### config.mk
export PLATFORM = sky130hd
export DESIGN_NAME = codec_gain_mute_control
export DESIGN_NICKNAME = d
export VERILOG_FILES = /design/src/rtl/gain_mute_pkg.sv /design/src/rtl/beep_gain_updater.sv /design/src/rtl/codec_gain_mute_control.sv
export SDC_FILE = /design/constraint.sdc
export NUM_CORES = 1
export LEC_CHECK = 0
export CORE_MARGIN = 5
export CORE_UTILIZATION = 50
export CTS_CLUSTER_DIAMETER = 80
export DETAILED_ROUTE_END_ITERATION = 6
export DONT_BUFFER_PORTS = 1
export PLACE_DENSITY = 0.68
export SLEW_MARGIN = 20
export SYNTH_ARGS = -nofsm -noshare
export SYNTH_HDL_FRONTEND = slang
export SYNTH_SLANG_ARGS = --single-unit
### constraint.sdc
create_clock -name CLK -period 3.3 [get_ports CLK]
set_input_delay 0.495 -clock CLK [delete_from_list [all_inputs] [get_ports CLK]]
set_output_delay 0.495 -clock CLK [all_outputs]
set_load 0.05 [all_outputs]
### src/rtl/gain_mute_pkg.sv
// Constants and types shared by the gain and mute control registers
`default_nettype none
package gain_mute_pkg;
  // Register addresses on the control port
  localparam logic [15:0] ADDR_LEFT_REC_ATTEN = 16'h401a;
  localparam logic [15:0] ADDR_RIGHT_REC_ATTEN = 16'h401b;
  localparam logic [15:0] ADDR_LEFT_MIX = 16'h401c;
  localparam logic [15:0] ADDR_RIGHT_MIX = 16'h401e;
  localparam logic [15:0] ADDR_MONO_MIX = 16'h401f;
  localparam logic [15:0] ADDR_CLAMP = 16'h4020;
  localparam logic [15:0] ADDR_LEFT_LINE = 16'h4025;
  localparam logic [15:0] ADDR_RIGHT_LINE = 16'h4026;
  localparam logic [15:0] ADDR_ZC_CTL = 16'h4028;
  // Implemented bits; everything else is reserved
  localparam logic [7:0] MASK_ATTEN = 8'hff;
  localparam logic [7:0] MASK_LEFT_MIX = 8'h3e;
  localparam logic [7:0] MASK_RIGHT_MIX = 8'h5e;
  localparam logic [7:0] MASK_MONO_MIX = 8'hfd;
  localparam logic [7:0] MASK_CLAMP = 8'h03;
  localparam logic [7:0] MASK_LINE = 8'h02;
  localparam logic [7:0] MASK_ZC_CTL = 8'h19;
  // Values after reset
  localparam logic [7:0] RST_ATTEN = 8'h00;
  localparam logic [7:0] RST_MIX = 8'h00;
  localparam logic [7:0] RST_CLAMP = 8'h02;
  localparam logic [7:0] RST_LINE = 8'h00;
  localparam logic [7:0] RST_ZC_CTL = 8'h19;
  // Field positions
  localparam int LEFT_DAC_UNMUTE_BIT = 5;
  localparam int RIGHT_DAC_UNMUTE_BIT = 6;
  localparam int STEREO_BEEP_LSB = 1;
  localparam int MONO_LEFT_UNMUTE_BIT = 7;
  localparam int MONO_RIGHT_UNMUTE_BIT = 6;
  localparam int MONO_BEEP_LSB = 2;
  localparam int MONO_LINE_UNMUTE_BIT = 0;
  localparam int CLAMP_DISABLE_BIT = 0;
  localparam int CLAMP_LOW_POWER_BIT = 1;
  localparam int LINE_UNMUTE_BIT = 1;
  localparam int ZC_ENABLE_BIT = 0;
  localparam int ZC_TIMEOUT_LSB = 3;
  // Beep gain coding
  localparam logic [3:0] BEEP_GAIN_MUTE = 4'h0;
  localparam logic [3:0] BEEP_GAIN_MAX = 4'h8;
  // Zero-crossing timeouts
  localparam int CLK_PERIOD_NS = 10;
  localparam int TIMEOUT_20MS_NS = 20000000;
  localparam int TIMEOUT_10MS_NS = 10000000;
  localparam int TIMEOUT_5MS_NS = 5000000;
  localparam int TIMEOUT_2P5MS_NS = 2500000;
  localparam int TIMEOUT_20MS_CYCLES = TIMEOUT_20MS_NS / CLK_PERIOD_NS;
  localparam int TIMEOUT_10MS_CYCLES = TIMEOUT_10MS_NS / CLK_PERIOD_NS;
  localparam int TIMEOUT_5MS_CYCLES = TIMEOUT_5MS_NS / CLK_PERIOD_NS;
  localparam int TIMEOUT_2P5MS_CYCLES = TIMEOUT_2P5MS_NS / CLK_PERIOD_NS;
  localparam int BEEP_CNT_W = 22;

  typedef enum logic [1:0] {
    BEEP_IDLE = 2'b00,
    BEEP_WAIT = 2'b01
  } beep_state_type;

  // Codes above +6 dB are undefined; hold them at the top step
  function automatic logic [3:0] beep_code_sat(input logic [3:0] code);
    beep_code_sat = (code > BEEP_GAIN_MAX) ? BEEP_GAIN_MAX : code;
  endfunction
endpackage
`default_nettype wire

### src/rtl/beep_gain_updater.sv
// Beep gain holder that applies new gains at a zero crossing or timeout
`default_nettype none
module beep_gain_updater import gain_mute_pkg::*; #(
  parameter int T20_CYC = TIMEOUT_20MS_CYCLES,
  parameter int T10_CYC = TIMEOUT_10MS_CYCLES,
  parameter int T5_CYC = TIMEOUT_5MS_CYCLES,
  parameter int T2P5_CYC = TIMEOUT_2P5MS_CYCLES
) (
  input wire logic clk,
  input wire logic rst_n,
  input wire logic zc_pulse,
  input wire logic zc_enable,
  input wire logic [1:0] timeout_sel,
  input wire logic [3:0] target_left,
  input wire logic [3:0] target_right,
  input wire logic [3:0] target_mono,
  output logic [3:0] applied_left,
  output logic [3:0] applied_right,
  output logic [3:0] applied_mono
);
  typedef struct packed {
    beep_state_type state;
    logic [BEEP_CNT_W-1:0] count;
    logic [3:0] left;
    logic [3:0] right;
    logic [3:0] mono;
  } beep_regs_type;

  beep_regs_type st;
  beep_regs_type next_st;
  logic [BEEP_CNT_W-1:0] limit;
  logic [11:0] want;
  logic pending;

  always_comb begin
    case (timeout_sel)
      2'b00: limit = BEEP_CNT_W'(T20_CYC - 1);
      2'b01: limit = BEEP_CNT_W'(T10_CYC - 1);
      2'b10: limit = BEEP_CNT_W'(T5_CYC - 1);
      default: limit = BEEP_CNT_W'(T2P5_CYC - 1);
    endcase
  end

  always_comb begin
    want = {beep_code_sat(target_left), beep_code_sat(target_right),
      beep_code_sat(target_mono)};
    pending = (want != {st.left, st.right, st.mono});
    next_st = st;
    case (st.state)
      BEEP_IDLE: begin
        if (pending) begin
          if (!zc_enable || zc_pulse) begin
            {next_st.left, next_st.right, next_st.mono} = want;
          end else begin
            next_st.state = BEEP_WAIT;
            next_st.count = '0;
          end
        end
      end
      BEEP_WAIT: begin
        // Forced at the crossing or when the timeout runs out
        if (!zc_enable || zc_pulse || st.count >= limit) begin
          {next_st.left, next_st.right, next_st.mono} = want;
          next_st.state = BEEP_IDLE;
          next_st.count = '0;
        end else begin
          next_st.count = st.count + 1'b1;
        end
      end
      default: next_st.state = BEEP_IDLE;
    endcase
    if (!rst_n) begin
      next_st = '0;
      next_st.state = BEEP_IDLE;
    end
  end

  always_ff @(posedge clk) begin
    st <= next_st;
  end

  assign applied_left = st.left;
  assign applied_right = st.right;
  assign applied_mono = st.mono;

  // Host may shorten the timeout mid-wait, so check the forced exit, not the count
  chk_beep_wait_bound: assert property (@(posedge clk) disable iff (!rst_n)
    (st.state == BEEP_WAIT && st.count >= limit) |=> st.state == BEEP_IDLE)
    else $error("beep wait ran past its timeout");
  chk_beep_change_gated: assert property (@(posedge clk) disable iff (!rst_n)
    ($changed(st.left) && $past(zc_enable) && $past(rst_n)) |->
      ($past(zc_pulse) || ($past(st.state) == BEEP_WAIT && $past(st.count) >= $past(limit))))
    else $error("beep gain changed without crossing or timeout");
  chk_beep_zc_apply: assert property (@(posedge clk) disable iff (!rst_n)
    zc_pulse |=> st.mono == beep_code_sat($past(target_mono)))
    else $error("mono beep gain not applied at crossing");
  chk_beep_bypass: assert property (@(posedge clk) disable iff (!rst_n)
    !zc_enable |=> st.left == beep_code_sat($past(target_left)))
    else $error("beep gain waited with detector off");
endmodule // beep_gain_updater
`default_nettype wire

### src/rtl/codec_gain_mute_control.sv
// Record attenuators, playback mutes, beep gains and line output control
// Operation
// - Attenuator code n gives n times 0.375 dB, 0 to -95.625 dB.
// - Applied attenuation steps one code per audio frame toward target.
// - Left record attenuator resets to zero, no attenuation.
// - Playback mixer DAC mutes act at write completion, 0 muted.
// - Stereo beep gains apply at next crossing or timeout.
// - Beep code 0 mutes, 1 to 8 give -15 to +6 dB.
// - Mono mixer bits 7 and 6 mute DACs without powering down.
// - Mono beep gain uses same coding and crossing rule.
// - Mono mixer bit 0 is active-low mono line output mute.
// - Clamp bit 0 low enables the clamp amplifier.
// - Clamp bit 1 selects low power, reset to low power.
// - Line mute bit 1 active low, speaker untouched.
// - Missing crossing forces change after 20, 10, 5 or 2.5 ms.
// - Detector enable, reset on; off applies beep gains at once.
`default_nettype none
module codec_gain_mute_control import gain_mute_pkg::*; #(
  parameter int T20_CYC = TIMEOUT_20MS_CYCLES,
  parameter int T10_CYC = TIMEOUT_10MS_CYCLES,
  parameter int T5_CYC = TIMEOUT_5MS_CYCLES,
  parameter int T2P5_CYC = TIMEOUT_2P5MS_CYCLES
) (
  input wire logic CLK,
  input wire logic RST_N,
  input wire logic [15:0] REG_ADDR,
  input wire logic [7:0] REG_WDATA,
  input wire logic REG_WR,
  output logic [7:0] REG_RDATA,
  input wire logic FRAME_SYNC,
  input wire logic BEEP_ZC,
  output logic [7:0] LEFT_REC_ATTEN,
  output logic [7:0] RIGHT_REC_ATTEN,
  output logic LEFT_DAC_UNMUTE,
  output logic RIGHT_DAC_UNMUTE,
  output logic MONO_LEFT_DAC_UNMUTE,
  output logic MONO_RIGHT_DAC_UNMUTE,
  output logic MONO_LINE_UNMUTE,
  output logic [3:0] LEFT_BEEP_GAIN,
  output logic [3:0] RIGHT_BEEP_GAIN,
  output logic [3:0] MONO_BEEP_GAIN,
  output logic CLAMP_DISABLE,
  output logic CLAMP_LOW_POWER,
  output logic LEFT_LINE_UNMUTE,
  output logic RIGHT_LINE_UNMUTE
);
  typedef struct packed {
    logic [7:0] left_rec_target;
    logic [7:0] right_rec_target;
    logic [7:0] left_rec_applied;
    logic [7:0] right_rec_applied;
    logic [7:0] left_mix;
    logic [7:0] right_mix;
    logic [7:0] mono_mix;
    logic [7:0] clamp;
    logic [7:0] left_line;
    logic [7:0] right_line;
    logic [7:0] zc_ctl;
    logic [7:0] rdata;
    logic [1:0] frame_sync;
    logic frame_prev;
    logic [1:0] zc_sync;
    logic zc_prev;
  } ctl_regs_type;

  ctl_regs_type st;
  ctl_regs_type next_st;
  logic frame_tick;
  logic zc_pulse;

  // One attenuator step toward the target; never overshoots
  function automatic logic [7:0] slew_step(input logic [7:0] applied,
                                           input logic [7:0] target);
    if (applied < target) begin
      slew_step = applied + 8'h01;
    end else if (applied > target) begin
      slew_step = applied - 8'h01;
    end else begin
      slew_step = applied;
    end
  endfunction

  // Write a register keeping only implemented bits
  function automatic logic [7:0] masked(input logic [7:0] data, input logic [7:0] mask);
    masked = data & mask;
  endfunction

  // Edge detectors look only at the second synchroniser stage
  assign frame_tick = st.frame_sync[1] & ~st.frame_prev;
  assign zc_pulse = st.zc_sync[1] & ~st.zc_prev;

  always_comb begin
    next_st = st;
    next_st.frame_sync = {st.frame_sync[0], FRAME_SYNC};
    next_st.frame_prev = st.frame_sync[1];
    next_st.zc_sync = {st.zc_sync[0], BEEP_ZC};
    next_st.zc_prev = st.zc_sync[1];

    // Codes map linearly in dB, so the ramp is logarithmic in level
    if (frame_tick) begin
      next_st.left_rec_applied = slew_step(st.left_rec_applied, st.left_rec_target);
      next_st.right_rec_applied = slew_step(st.right_rec_applied, st.right_rec_target);
    end

    if (REG_WR) begin
      case (REG_ADDR)
        ADDR_LEFT_REC_ATTEN: next_st.left_rec_target = masked(REG_WDATA, MASK_ATTEN);
        ADDR_RIGHT_REC_ATTEN: next_st.right_rec_target = masked(REG_WDATA, MASK_ATTEN);
        ADDR_LEFT_MIX: next_st.left_mix = masked(REG_WDATA, MASK_LEFT_MIX);
        ADDR_RIGHT_MIX: next_st.right_mix = masked(REG_WDATA, MASK_RIGHT_MIX);
        ADDR_MONO_MIX: next_st.mono_mix = masked(REG_WDATA, MASK_MONO_MIX);
        ADDR_CLAMP: next_st.clamp = masked(REG_WDATA, MASK_CLAMP);
        ADDR_LEFT_LINE: next_st.left_line = masked(REG_WDATA, MASK_LINE);
        ADDR_RIGHT_LINE: next_st.right_line = masked(REG_WDATA, MASK_LINE);
        ADDR_ZC_CTL: next_st.zc_ctl = masked(REG_WDATA, MASK_ZC_CTL);
        default: ;
      endcase
    end

    // Readback shows targets, not the slewing value; unmapped reads zero
    case (REG_ADDR)
      ADDR_LEFT_REC_ATTEN: next_st.rdata = st.left_rec_target;
      ADDR_RIGHT_REC_ATTEN: next_st.rdata = st.right_rec_target;
      ADDR_LEFT_MIX: next_st.rdata = st.left_mix;
      ADDR_RIGHT_MIX: next_st.rdata = st.right_mix;
      ADDR_MONO_MIX: next_st.rdata = st.mono_mix;
      ADDR_CLAMP: next_st.rdata = st.clamp;
      ADDR_LEFT_LINE: next_st.rdata = st.left_line;
      ADDR_RIGHT_LINE: next_st.rdata = st.right_line;
      ADDR_ZC_CTL: next_st.rdata = st.zc_ctl;
      default: next_st.rdata = 8'h00;
    endcase

    if (!RST_N) begin
      next_st = '0;
      next_st.left_rec_target = RST_ATTEN;
      next_st.left_rec_applied = RST_ATTEN;
      next_st.right_rec_target = RST_ATTEN;
      next_st.right_rec_applied = RST_ATTEN;
      next_st.left_mix = RST_MIX;
      next_st.right_mix = RST_MIX;
      next_st.mono_mix = RST_MIX;
      next_st.clamp = RST_CLAMP;
      next_st.left_line = RST_LINE;
      next_st.right_line = RST_LINE;
      next_st.zc_ctl = RST_ZC_CTL;
    end
  end

  always_ff @(posedge CLK) begin
    st <= next_st;
  end

  // Shared timer: a change to any one beep gain waits for the same crossing
  beep_gain_updater #(
    .T20_CYC(T20_CYC),
    .T10_CYC(T10_CYC),
    .T5_CYC(T5_CYC),
    .T2P5_CYC(T2P5_CYC)
  ) beep_gains (
    .clk(CLK),
    .rst_n(RST_N),
    .zc_pulse(zc_pulse),
    .zc_enable(st.zc_ctl[ZC_ENABLE_BIT]),
    .timeout_sel(st.zc_ctl[ZC_TIMEOUT_LSB +: 2]),
    .target_left(st.left_mix[STEREO_BEEP_LSB +: 4]),
    .target_right(st.right_mix[STEREO_BEEP_LSB +: 4]),
    .target_mono(st.mono_mix[MONO_BEEP_LSB +: 4]),
    .applied_left(LEFT_BEEP_GAIN),
    .applied_right(RIGHT_BEEP_GAIN),
    .applied_mono(MONO_BEEP_GAIN)
  );

  // Hard mutes come straight from the register bits, no slew
  assign REG_RDATA = st.rdata;
  assign LEFT_REC_ATTEN = st.left_rec_applied;
  assign RIGHT_REC_ATTEN = st.right_rec_applied;
  assign LEFT_DAC_UNMUTE = st.left_mix[LEFT_DAC_UNMUTE_BIT];
  assign RIGHT_DAC_UNMUTE = st.right_mix[RIGHT_DAC_UNMUTE_BIT];
  assign MONO_LEFT_DAC_UNMUTE = st.mono_mix[MONO_LEFT_UNMUTE_BIT];
  assign MONO_RIGHT_DAC_UNMUTE = st.mono_mix[MONO_RIGHT_UNMUTE_BIT];
  assign MONO_LINE_UNMUTE = st.mono_mix[MONO_LINE_UNMUTE_BIT];
  assign CLAMP_DISABLE = st.clamp[CLAMP_DISABLE_BIT];
  assign CLAMP_LOW_POWER = st.clamp[CLAMP_LOW_POWER_BIT];
  assign LEFT_LINE_UNMUTE = st.left_line[LINE_UNMUTE_BIT];
  assign RIGHT_LINE_UNMUTE = st.right_line[LINE_UNMUTE_BIT];

  chk_atten_frame_only: assert property (@(posedge CLK) disable iff (!RST_N)
    ($past(RST_N) && $changed(st.left_rec_applied)) |-> $past(frame_tick))
    else $error("left attenuation moved outside a frame tick");
  chk_atten_one_step: assert property (@(posedge CLK) disable iff (!RST_N)
    (frame_tick && st.right_rec_applied < st.right_rec_target) |=>
      st.right_rec_applied == $past(st.right_rec_applied) + 8'h01)
    else $error("right attenuation did not step by one code");
  chk_atten_reset_zero: assert property (@(posedge CLK) disable iff (!RST_N)
    !$past(RST_N) |-> (st.left_rec_target == 8'h00 && LEFT_REC_ATTEN == 8'h00))
    else $error("left record attenuator not zero after reset");
  chk_dac_mute_now: assert property (@(posedge CLK) disable iff (!RST_N)
    (REG_WR && REG_ADDR == ADDR_LEFT_MIX) |=>
      LEFT_DAC_UNMUTE == $past(REG_WDATA[LEFT_DAC_UNMUTE_BIT]))
    else $error("left DAC mute not applied at write");
  chk_mono_dac_mute: assert property (@(posedge CLK) disable iff (!RST_N)
    (REG_WR && REG_ADDR == ADDR_MONO_MIX) |=>
      (MONO_RIGHT_DAC_UNMUTE == $past(REG_WDATA[MONO_RIGHT_UNMUTE_BIT]) &&
       MONO_LINE_UNMUTE == $past(REG_WDATA[MONO_LINE_UNMUTE_BIT])))
    else $error("mono mixer mutes not applied at write");
  chk_clamp_control: assert property (@(posedge CLK) disable iff (!RST_N)
    !$past(RST_N) |-> (!CLAMP_DISABLE && CLAMP_LOW_POWER))
    else $error("clamp amplifier reset state wrong");
  chk_line_mute_write: assert property (@(posedge CLK) disable iff (!RST_N)
    (REG_WR && REG_ADDR == ADDR_RIGHT_LINE) |=>
      RIGHT_LINE_UNMUTE == $past(REG_WDATA[LINE_UNMUTE_BIT]))
    else $error("right line mute not applied at write");
  chk_reserved_zero: assert property (@(posedge CLK) disable iff (!RST_N)
    ($past(RST_N) && $past(REG_ADDR) == ADDR_RIGHT_MIX) |->
      (REG_RDATA & ~MASK_RIGHT_MIX) == 8'h00)
    else $error("reserved bits read back nonzero");
endmodule // codec_gain_mute_control
`default_nettype wire

### Word level (Yosys, flattened, before mapping)

Index checks and enable logic that the tools add are counted.

| storage, ports and cells | value |
|---|---|
| flip-flop bits (word level) | 106 |
| input port bits | 29 |
| output and inout bits | 45 |
| word-level logic and storage cells | 94 |

| cells by class | value |
|---|---|
| add/sub/neg operators | 5 |
| magnitude comparators | 8 |
| eq/ne operators | 17 |
| multiplexer cells | 17 |
| bitwise gates (word level) | 4 |
| reductions and logical operators | 22 |

Operator list:

| operator | count |
|---|---|
| $eq 16x15->1 const B | 9 |
| $pmux 8 s9 | 1 |
| $pmux 34 s2 | 1 |
| $pmux 21 s3 | 1 |
| $mux 36 | 1 |
| $mux 8 | 4 |
| $mux 12 | 2 |
| $mux 24 | 1 |
| $add 22x1->22 const B | 1 |
| $ge 22x21->1 | 1 |
| $mux 22 | 1 |
| $reduce_and 2->1 | 11 |
| $add 8x1->8 const B | 2 |
| $gt 8x8->1 | 2 |
| $lt 8x8->1 | 2 |
| $sub 8x1->8 const B | 2 |
| $gt 4x4->1 const B | 3 |
| $mux 4 | 3 |
| $ne 12x12->1 | 1 |
| $ne 2x1->1 const B | 3 |
| $reduce_and 3->1 | 2 |
| $reduce_bool 2->1 | 3 |
| $eq 2x1->1 const B | 2 |
| $logic_not 2->1 | 2 |
| other kinds (9) | 12 |

### Longest topological paths before layout

Gate-level depths: netlist (run 1).

| logic depth | value |
|---|---|
| depth in word-level cells | 6 |
| mapped depth | 15 |
| mapped depth without buffers | 15 |

### Modules after synthesis

A second synthesis (run 1) with hierarchy kept.

| second synthesis, totals | value |
|---|---|
| cell total of the unflattened synthesis | 771 |
| area total of the unflattened synthesis | 6478.7 sq um |

Modules (own cells, without submodules):

| module | instances | cells an instance | area each (sq um) | seq. area each (sq um) |
|---|---|---|---|---|
| codec_gain_mute_control | 1 | 457 | 4038.9 | 1401.3 |
| beep_gain_updater | 1 | 314 | 2439.8 | 700.7 |

### Worst setup path before layout (run 1)

OpenSTA, ideal clock, no wires.

| path | value |
|---|---|
| path type | flip-flop to flip-flop |
| start | register st (netlist bit RIGHT_REC_ATTEN[1]) |
| end | register st (netlist bit RIGHT_REC_ATTEN[7]) |
| library setup time | 0.070 ns |
| arrival | 3.243 ns |
| data required time | 3.230 ns |
| setup slack | -0.013 ns |
| cell stages (with the launch flop) | 15 |
| path buffers | 0 |
| period minus slack after synthesis | 3.313 ns |
| cells stage by stage | dfxtp_1 > ha_1 > nor2b_1 > o21ai_1 > a211oi_1 > nor4b_2 > inv_1 > ha_1 > a21o_1 > a211oi_1 > nor2_1 > o41ai_1 > xnor2_1 > or3_1 > a21oi_1 |

| between the ends | value |
|---|---|
| longest elaborated chain between the ends | 3 |
| elaborated cells between the ends (all ways) | 8 |
| those cells by class | 2 x add/sub; 2 x order compare; 2 x mux; 2 x reduce/logical |

Ends and longest elaborated chain:

| what | line | source |
|---|---|---|
| from (decl) | codec_gain_mute_control.sv:66 | `ctl_regs_type st;` |
| from (signal assigned) | codec_gain_mute_control.sv:151 | `st <= next_st;` |
| $sub 8x1->8 (tied with other cells) | codec_gain_mute_control.sv:77 | `slew_step = applied - 8'h01;` |
| $mux 8 / $reduce_bool 2->1 (equally long branches) | - |  |
| $mux 8 / $reduce_and 2->1 (equally long branches) | - |  |

Several ways; a longest one is shown, not always the timed one. The select of a mux whose other input is x is not followed.
A chain may end at the register's enable or synchronous reset.

### Worst setup path after layout (run 1)

| path | value |
|---|---|
| start | register st[87] in the netlist's numbering |
| end | register st (netlist bit RIGHT_REC_ATTEN[7]) |

| between the ends | value |
|---|---|
| longest elaborated chain between the ends | 3 |
| elaborated cells between the ends (all ways) | 5 |
| those cells by class | 2 x order compare; 1 x mux; 2 x reduce/logical |

Ends and longest elaborated chain:

| what | line |
|---|---|
| $lt 8x8->1 / $gt 8x8->1 (equally long branches) | codec_gain_mute_control.sv:74, codec_gain_mute_control.sv:76 |
| $reduce_bool 2->1 (no source line) | - |
| $reduce_and 2->1 (no source line) | - |

Several ways; a longest one is shown, not always the timed one.

==> summary.md, run 1 <==
| Metric | Value |
|---|---|
| Run status | finished clean |
| Yosys reg bits | between 100 and 150 |
| Setup violation total in the final timing report | 0 |
| Worst path arrival time | approximately 3.5 ns |
| Core area | about 13,000 um2 |
| Final setup margin | ~0.13 ns |
| Register area share after synthesis | 32.8% |
| Kind of critical path | reg2reg |
| Slew Viols, Final | 0 |
| Total GRT Usage | 20.4% |
| Number of synthesized flops with an enable pin | 0 |
| Clock Tree Root | clkbuf_16 |
| Number of global-route vias before repair | a little over 5,000 |
| Worst-margin pin slew | about 0.83 ns |
| Leak pwr | about 2.7 nW |
| Largest family of logic cells by synthesized area | simple AND/OR/NAND/NOR gates |
| Synthesized cell area | ~6400 um2 |
| WL final | approximately 15 mm |
| Final Critical Period | between 3 and 4 ns |
| Yosys cell types | 73 |
| Most frequent cell after synthesis | dfxtp_1 |
| Fmax | roughly 0.32 GHz |
| Total gr overflow | 0 |
| Post-synth top area share | 32.8% |
| RSZ-0062 raised after global routing | true |
| Die Width | roughly 120 um |
| Initial antenna violation count | 0 |
| Die footprint | 15,200 um2 |
| Worst setup SP type | flip-flop |
| Drt wl/cell | about 17 um |
| Post-Place Cell Area | between 6000 and 7000 um2 |
| CTS buffer count | 9 |
| Worst skew pair latency | approximately 0.35 ns |
| Dpl hpwl | around 11 mm |
| VDD IR max | 0.327 mV |
| # IOs | 74 |
| CP required | roughly 3.6 ns |
| Syn_area_per_cell | around 8.5 um2 |
| Final Hold Fails | 0 |
| Initial Util | 51.0% |
| Synth top area cells | dfxtp_1 (33%), ha_1 (8.2%), mux2i_1 (7.3%) |
| Vias | 5,184 |
| H-tree level count | 3 |
| Pre-CTS WS | slightly below 0.06 ns |
| Top cells by count, synth | dfxtp_1 (105), nand2_1 (101), nor2_1 (60), a21oi_1 (50), mux2i_1 (47) |
| Max_cap viols | 0 |
| Drc violations | 0 |
| Final ANT Viol Nets | 0 |
| Fraction of layout cells with a size suffix above 1 | around 12% |
| Non-filler cells, final | just over 900 |
| DR vias/cell | around 5.7 |
| TritonRoute pass-1 iters | 5 |
| Ys async rst share | 0% |
| Final Cell Area | around 6800 um2 |
| Simple-gate share of the synthesized area | 23.5% |
| Clock sinks | between 100 and 150 |
| Final Net Count | roughly 800 |
| CTS tree | yes |
| Row cnt | 41 |
| Slew margin rel. | between 40% and 50% |
| Max Root-Sink Buffers | 2 |
| Starting DRC count in detailed routing | approximately 430 |
| GPL Wtd Cong | ~0.84 |
| Ys Warns | 0 |
| Ant. Diodes | 0 |
| Post-synthesis xor/xnor area fraction | under 10% |
| CTS clock-pin slew for the worst setup and hold paths | 0.07 ns |
| Die H | roughly 120 um |
| DP Cell Count | slightly below 900 |
| Compound-Gate Fraction of Synth Area | between 10 and 15% |
| Top_reg_cell synth | dfxtp_1 |
| Critical-path maximum fanout | 4 |
| Hold Path Class | in2reg |
| Area grow syn2layout | 5.41% |
| Tcrit/Tclk final | between 90% and 100% |
| Syn Nets | 830 |
| First-pass GRT wire length | 24.3 mm |
| CP Capture Type | flip-flop |
| Overall Power | 0.00328 W |
| Post-Syn Instances | 757 |
| Mux contribution to synthesized area | 7.52% |
| Synth area leader | dfxtp_1 |
| Setup Skew | roughly 0.012 ns |
| Pwr Density | slightly below 500 nW/um2 |
| Largest net degree at the start of global routing | 58 |
| PortBufs | 0 |
| Adder-cell share of the synthesized area | under 10% |
[critical path: stages (launching register included)]
cell	delay, ns
dfxtp_2	0.35
inv_1	0.04
ha_1	0.27
nor2b_1	0.13
o21ai_1	0.11
a211oi_1	0.11
nor4b_4	0.31
inv_2	0.09
buf_4	0.16
ha_1	0.35
a211oi_2	0.20
nor2_1	0.09
o41ai_2	0.34
xnor2_1	0.11
or3_1	0.31
a21oi_1	0.13
[registers in the layout, indices dropped and copies added, names as in the netlist, 4 cells and up]
signal and cells:
REG_RDATA 8, RIGHT_REC_ATTEN 8, beep_gains.st 23, beep_gains.applied_left 4, LEFT_REC_ATTEN 8, beep_gains.applied_mono 4, st 37, beep_gains.applied_right 4
[layout make-up]
cell class                      instances  area (um2)
Sequential cell                       105        2100
Multi-Input combinational cell        543        3710
Inverter                               41         154
Clock inverter                          4        76.3
Tap cell                              172         215
Fill cell                            1150        5820
Clock buffer                           11         243
Timing Repair Buffer                   31         245
[logic make-up (layout without fill, tap and decap cells)]
kind of cell    Yosys count  after routing
simple gates            293            293
compound gates          135            135
buf+inv                 109             87
flops                   105            105
mux                      48             48
fa+ha+maj                44             44
xor+xnor                 23             23
[per-layer routing]
layer  wire [um]  track usage, %  up-vias
li1            -               -     2571
met1        6290            24.3     2464
met2        7450            34.3      128
met3        1100            6.04       21
met4         320            8.51        0
met5           0               0        -
[power breakdown]
group          internal (W)  switching (W)  total (W)
combinational      0.000349       0.000454   0.000804
clock              0.000685       0.000487    0.00117
sequential          0.00129      0.0000144    0.00131
[stage by stage]
stage          hold WS [ns]  setup TNS, ns  utilization [%]
6_report              0.218              0             53.7
5_1_grt               0.199        -0.0591             53.7
3_3_place_gp          0.423              0             50.7
4_1_cts               0.200              0             53.3
2_1_floorplan         0.410              0                -
3_5_place_dp          0.427              0             50.7
[what timing repair did]
item,CTS,global route
endpoints found under the setup margin,0,3
hold buffers,0,0
resized for setup,0,7
setup buffers,0,3
[cell usage in the layout, fill, tap and decap left out, drive strengths merged, types with 15 or more instances in the layout]
cell / synthesis / layout
nor3: 15 / 15
nor2: 62 / 62
a21oi: 55 / 55
buf: 46 / 31
ha: 42 / 42
dfxtp: 105 / 105
nand2: 101 / 101
nand3: 42 / 42
inv: 41 / 42
mux2i: 47 / 47
o21ai: 23 / 23
[worst paths after layout]
path | start | end | slack (ns) | cells past startpoint
max | st[87] | RIGHT_REC_ATTEN[7] | 0.13 | 15
min | RST_N | st[18] | 0.22 | 1
max reg2reg | st[87] | RIGHT_REC_ATTEN[7] | 0.13 | 15
min reg2reg | st[1] | st[2] | 0.44 | 1
No activity file was read; power rests on OpenSTA's default activity.
==> run 2, diff against run 1 <==
Settings changed: CELL_PAD_IN_SITES_DETAIL_PLACEMENT set to 0, CELL_PAD_IN_SITES_GLOBAL_PLACEMENT set to 2, CORE_UTILIZATION 50 to 35, PLACE_DENSITY 0.68 to not set, PLACE_DENSITY_LB_ADDON set to 0.1.
==> run 2 against run 1 <==
  * Global-route usage is 4.5 points lower
  * Non-clock buffer count rose by 7
  * Cell area increased by 5.2%
  * Register-to-register slack is essentially flat
  * Largest power group is now the clock network
  * Fmax is 0.23% lower
  * Highest routed layer unchanged
  * Utilization fell by 14 points
==> summary.md, run 2 (synthesis gave the netlist of run 1 again) <==
| Metric | Value |
|---|---|
| Setup violation total in the final timing report | 0 (unchanged) |
| # IOs | 74 (unchanged) |
| Max_cap viols | 0 (unchanged) |
| Area grow syn2layout | 10.9% |
| CTS clock-pin slew for the worst setup and hold paths | 0.07 ns (about the same) |
| Final ANT Viol Nets | 0 (unchanged) |
| Hold Buf Count CTS | 0 (unchanged) |
| Clock power share | 39.4% (+3.7 points) |
| Fraction of layout cells with a size suffix above 1 | 17.0% (+4.6 points) |
| Core area | 18,000 um2 (+43%) |
| Largest register by flop count | st |
| Final Net Count | 811 (+0.87%) |
| Clock Tree Root | clkbuf_16 |
| Kind of critical path | reg2reg |
| Worst setup SP type | flip-flop |
| Total GRT Usage | 15.9% (-4.5 points) |
| Commonest non-fill, non-tap cell in the layout | nand2_1 |
| Total gr overflow | 0 (unchanged) |
| Setup Skew | 0.0110 ns (-0.000800 ns) |
| Max Root-Sink Buffers | 2 (unchanged) |
| Non-filler cells, final | 972 (+7.2%) |
| DP Cell Count | 952 (+7.1%) |
| Die H | 145 um (+18%) |
| Psw | 0.000997 W (+4.3%) |
| Row cnt | 49 (+20%) |
| Largest register FFs | 37 (unchanged) |
| Vias | 5,052 (-2.5%) |
| WL final | 17.0 mm (+12%) |
| CTS buffer count | 9 (unchanged) |
| Worst skew pair latency | 0.36 ns (about the same) |
| Initial antenna violation count | 0 (unchanged) |
| Worst-margin pin slew | 0.732 ns (-0.0933 ns) |
| Wl on met1 | 7.89 mm (+25%) |
| Run status | finished clean |
| CP required | 3.59 ns (about the same) |
| Hold Path Class | in2reg |
| Starting DRC count in detailed routing | 249 (-42%) |
| VDD IR max | 0.369 mV (+13%) |
| First-pass GRT wire length | 27.2 mm (+12%) |
| Largest net degree at the start of global routing | 58 (unchanged) |
| Highest Signal Layer | met4 |
| Seq pwr share | 36.5% (-3.3 points) |
| DR WL met2 | 7.76 mm (+4.1%) |
| TritonRoute pass-1 iters | 4 (-1) |
| Initial Util | 35.7% (-15 points) |
| DR vias/cell | 5.20 (-9.1%) |
| RSZ-0062 raised after global routing | true |
| Drt wl/cell | 17.5 um (+4.7%) |
| Filler Cells Inserted | 1,829 (+59%) |
| Critical-path maximum fanout | 4 (unchanged) |
| Clock sinks | 105 (unchanged) |
| Fmax | 0.314 GHz (-0.23%) |
| Pwr Density | 504 nW/um2 (+3.7%) |
| CP Capture Type | flip-flop |
| Number of global-route vias before repair | 4,954 (-1.5%) |
| H-tree level count | 3 (unchanged) |
| Dpl hpwl | 12.5 mm (+11%) |
| Final Critical Period | 3.18 ns (+0.00726 ns) |
| Worst path arrival time | 3.47 ns (+0.02 ns) |
| Slew Viols, Final | 0 (unchanged) |
| Drc violations | 0 (unchanged) |
| Commonest cells after routing, fill and taps aside | nand2_1 (101), dfxtp_1 (99), nor2_1 (59) |
| Multi-input gate area | 3860 um2 (+4.0%) |
| Slew margin rel. | 50.7% (+5.8 points) |
| CTS tree | yes |
| Tcrit/Tclk final | 96.4% (+0.22 points) |
| GPL Wtd Cong | 0.797 (-4.8%) |
| Int Pwr | 0.00258 W (+11%) |
| Register area | 2110 um2 (+0.24%) |
| Biggest regs | st x37, beep_gains.st x23 |
| Die Width | 145 um (+18%) |
| Final Hold Fails | 0 (unchanged) |
| Ant. Diodes | 0 (unchanged) |
| Switch share | 27.9% (-1.3 points) |
| Leak pwr | 2.80 nW (+3.7%) |
| Met3 Wirelength | 1.18 mm (+7.7%) |
| Logic pwr share | 24.1% (-0.4 points) |
| PortBufs | 0 (unchanged) |
| Die footprint | 21,100 um2 (+39%) |
| Finished Core Util | 39.5% (-14 points) |
run 2: cell type report:
| type | instances | share of cell area (%) |
|---|---|---|
| multi-input combinational | 543 | 54.4 |
| tap | 229 | 4.03 |
| clock inverter | 7 | 2.34 |
| inverter | 41 | 2.17 |
| sequential | 105 | 29.7 |
| timing repair buffer | 38 | 4.19 |
| clock buffer | 9 | 3.17 |
run 2: routing by layer:
metal	track usage, %	vias up
met1	21.1	2384
met2	25.1	84
met3	5.21	14
li1	-	2570
met5	0	-
met4	4.10	0
run 2: repair_timing:
item,4_1_cts,5_1_grt
buffers inserted,0,4
resized for setup,0,38
setup endpoints to repair,0,7
run 2: stage by stage:
step / cell area (um2) / TNS, ns / hold WS (ns) / setup slack [ns] / total power [W]
after CTS: 6880 / 0 / 0.193 / 0.0252 / 0.00352
final: 7100 / 0 / 0.206 / 0.120 / 0.00358
after detailed placement: 6490 / 0 / 0.424 / 0.0451 / 0.00209
after global routing: 7100 / -0.119 / 0.198 / -0.0741 / 0.00377
after floorplan: 6410 / 0 / 0.410 / 0.0244 / 0.00198
after global placement: 6490 / 0 / 0.431 / 0.136 / 0.00209
run 2: path summary, 6_finish.rpt:
check	from	end	slack [ns]	cells past startpoint
worst max-delay path	st[101]	LEFT_REC_ATTEN[7]	0.12	14
worst min-delay path	RST_N	st[17]	0.21	1
worst max register to register	st[101]	LEFT_REC_ATTEN[7]	0.12	14
worst min register to register	st[2]	st[0]	0.43	2
run 2: critical path, cell delays in order, from the launching register on:
cell	delay [ns]
dfxtp_2	0.32
inv_1	0.07
ha_4	0.27
nand4_1	0.21
a211oi_2	0.34
nor4b_4	0.09
inv_2	0.13
ha_4	0.22
a21oi_2	0.12
nor2b_2	0.06
o31a_1	0.31
o41ai_2	0.35
xnor2_1	0.13
or3_1	0.39
a21oi_2	0.11
run 2: power by group through the flow:
| stage | clock network, W | registers, W | logic [W] |
|---|---|---|---|
| 2_1_floorplan | 0 | 0.00135 | 0.000633 |
| 6_report | 0.00141 | 0.00131 | 0.000862 |
| 5_1_grt | 0.00150 | 0.00131 | 0.000961 |
| 4_1_cts | 0.00145 | 0.00131 | 0.000758 |
| 3_5_place_dp | 0 | 0.00134 | 0.000752 |
| 3_3_place_gp | 0 | 0.00134 | 0.000751 |
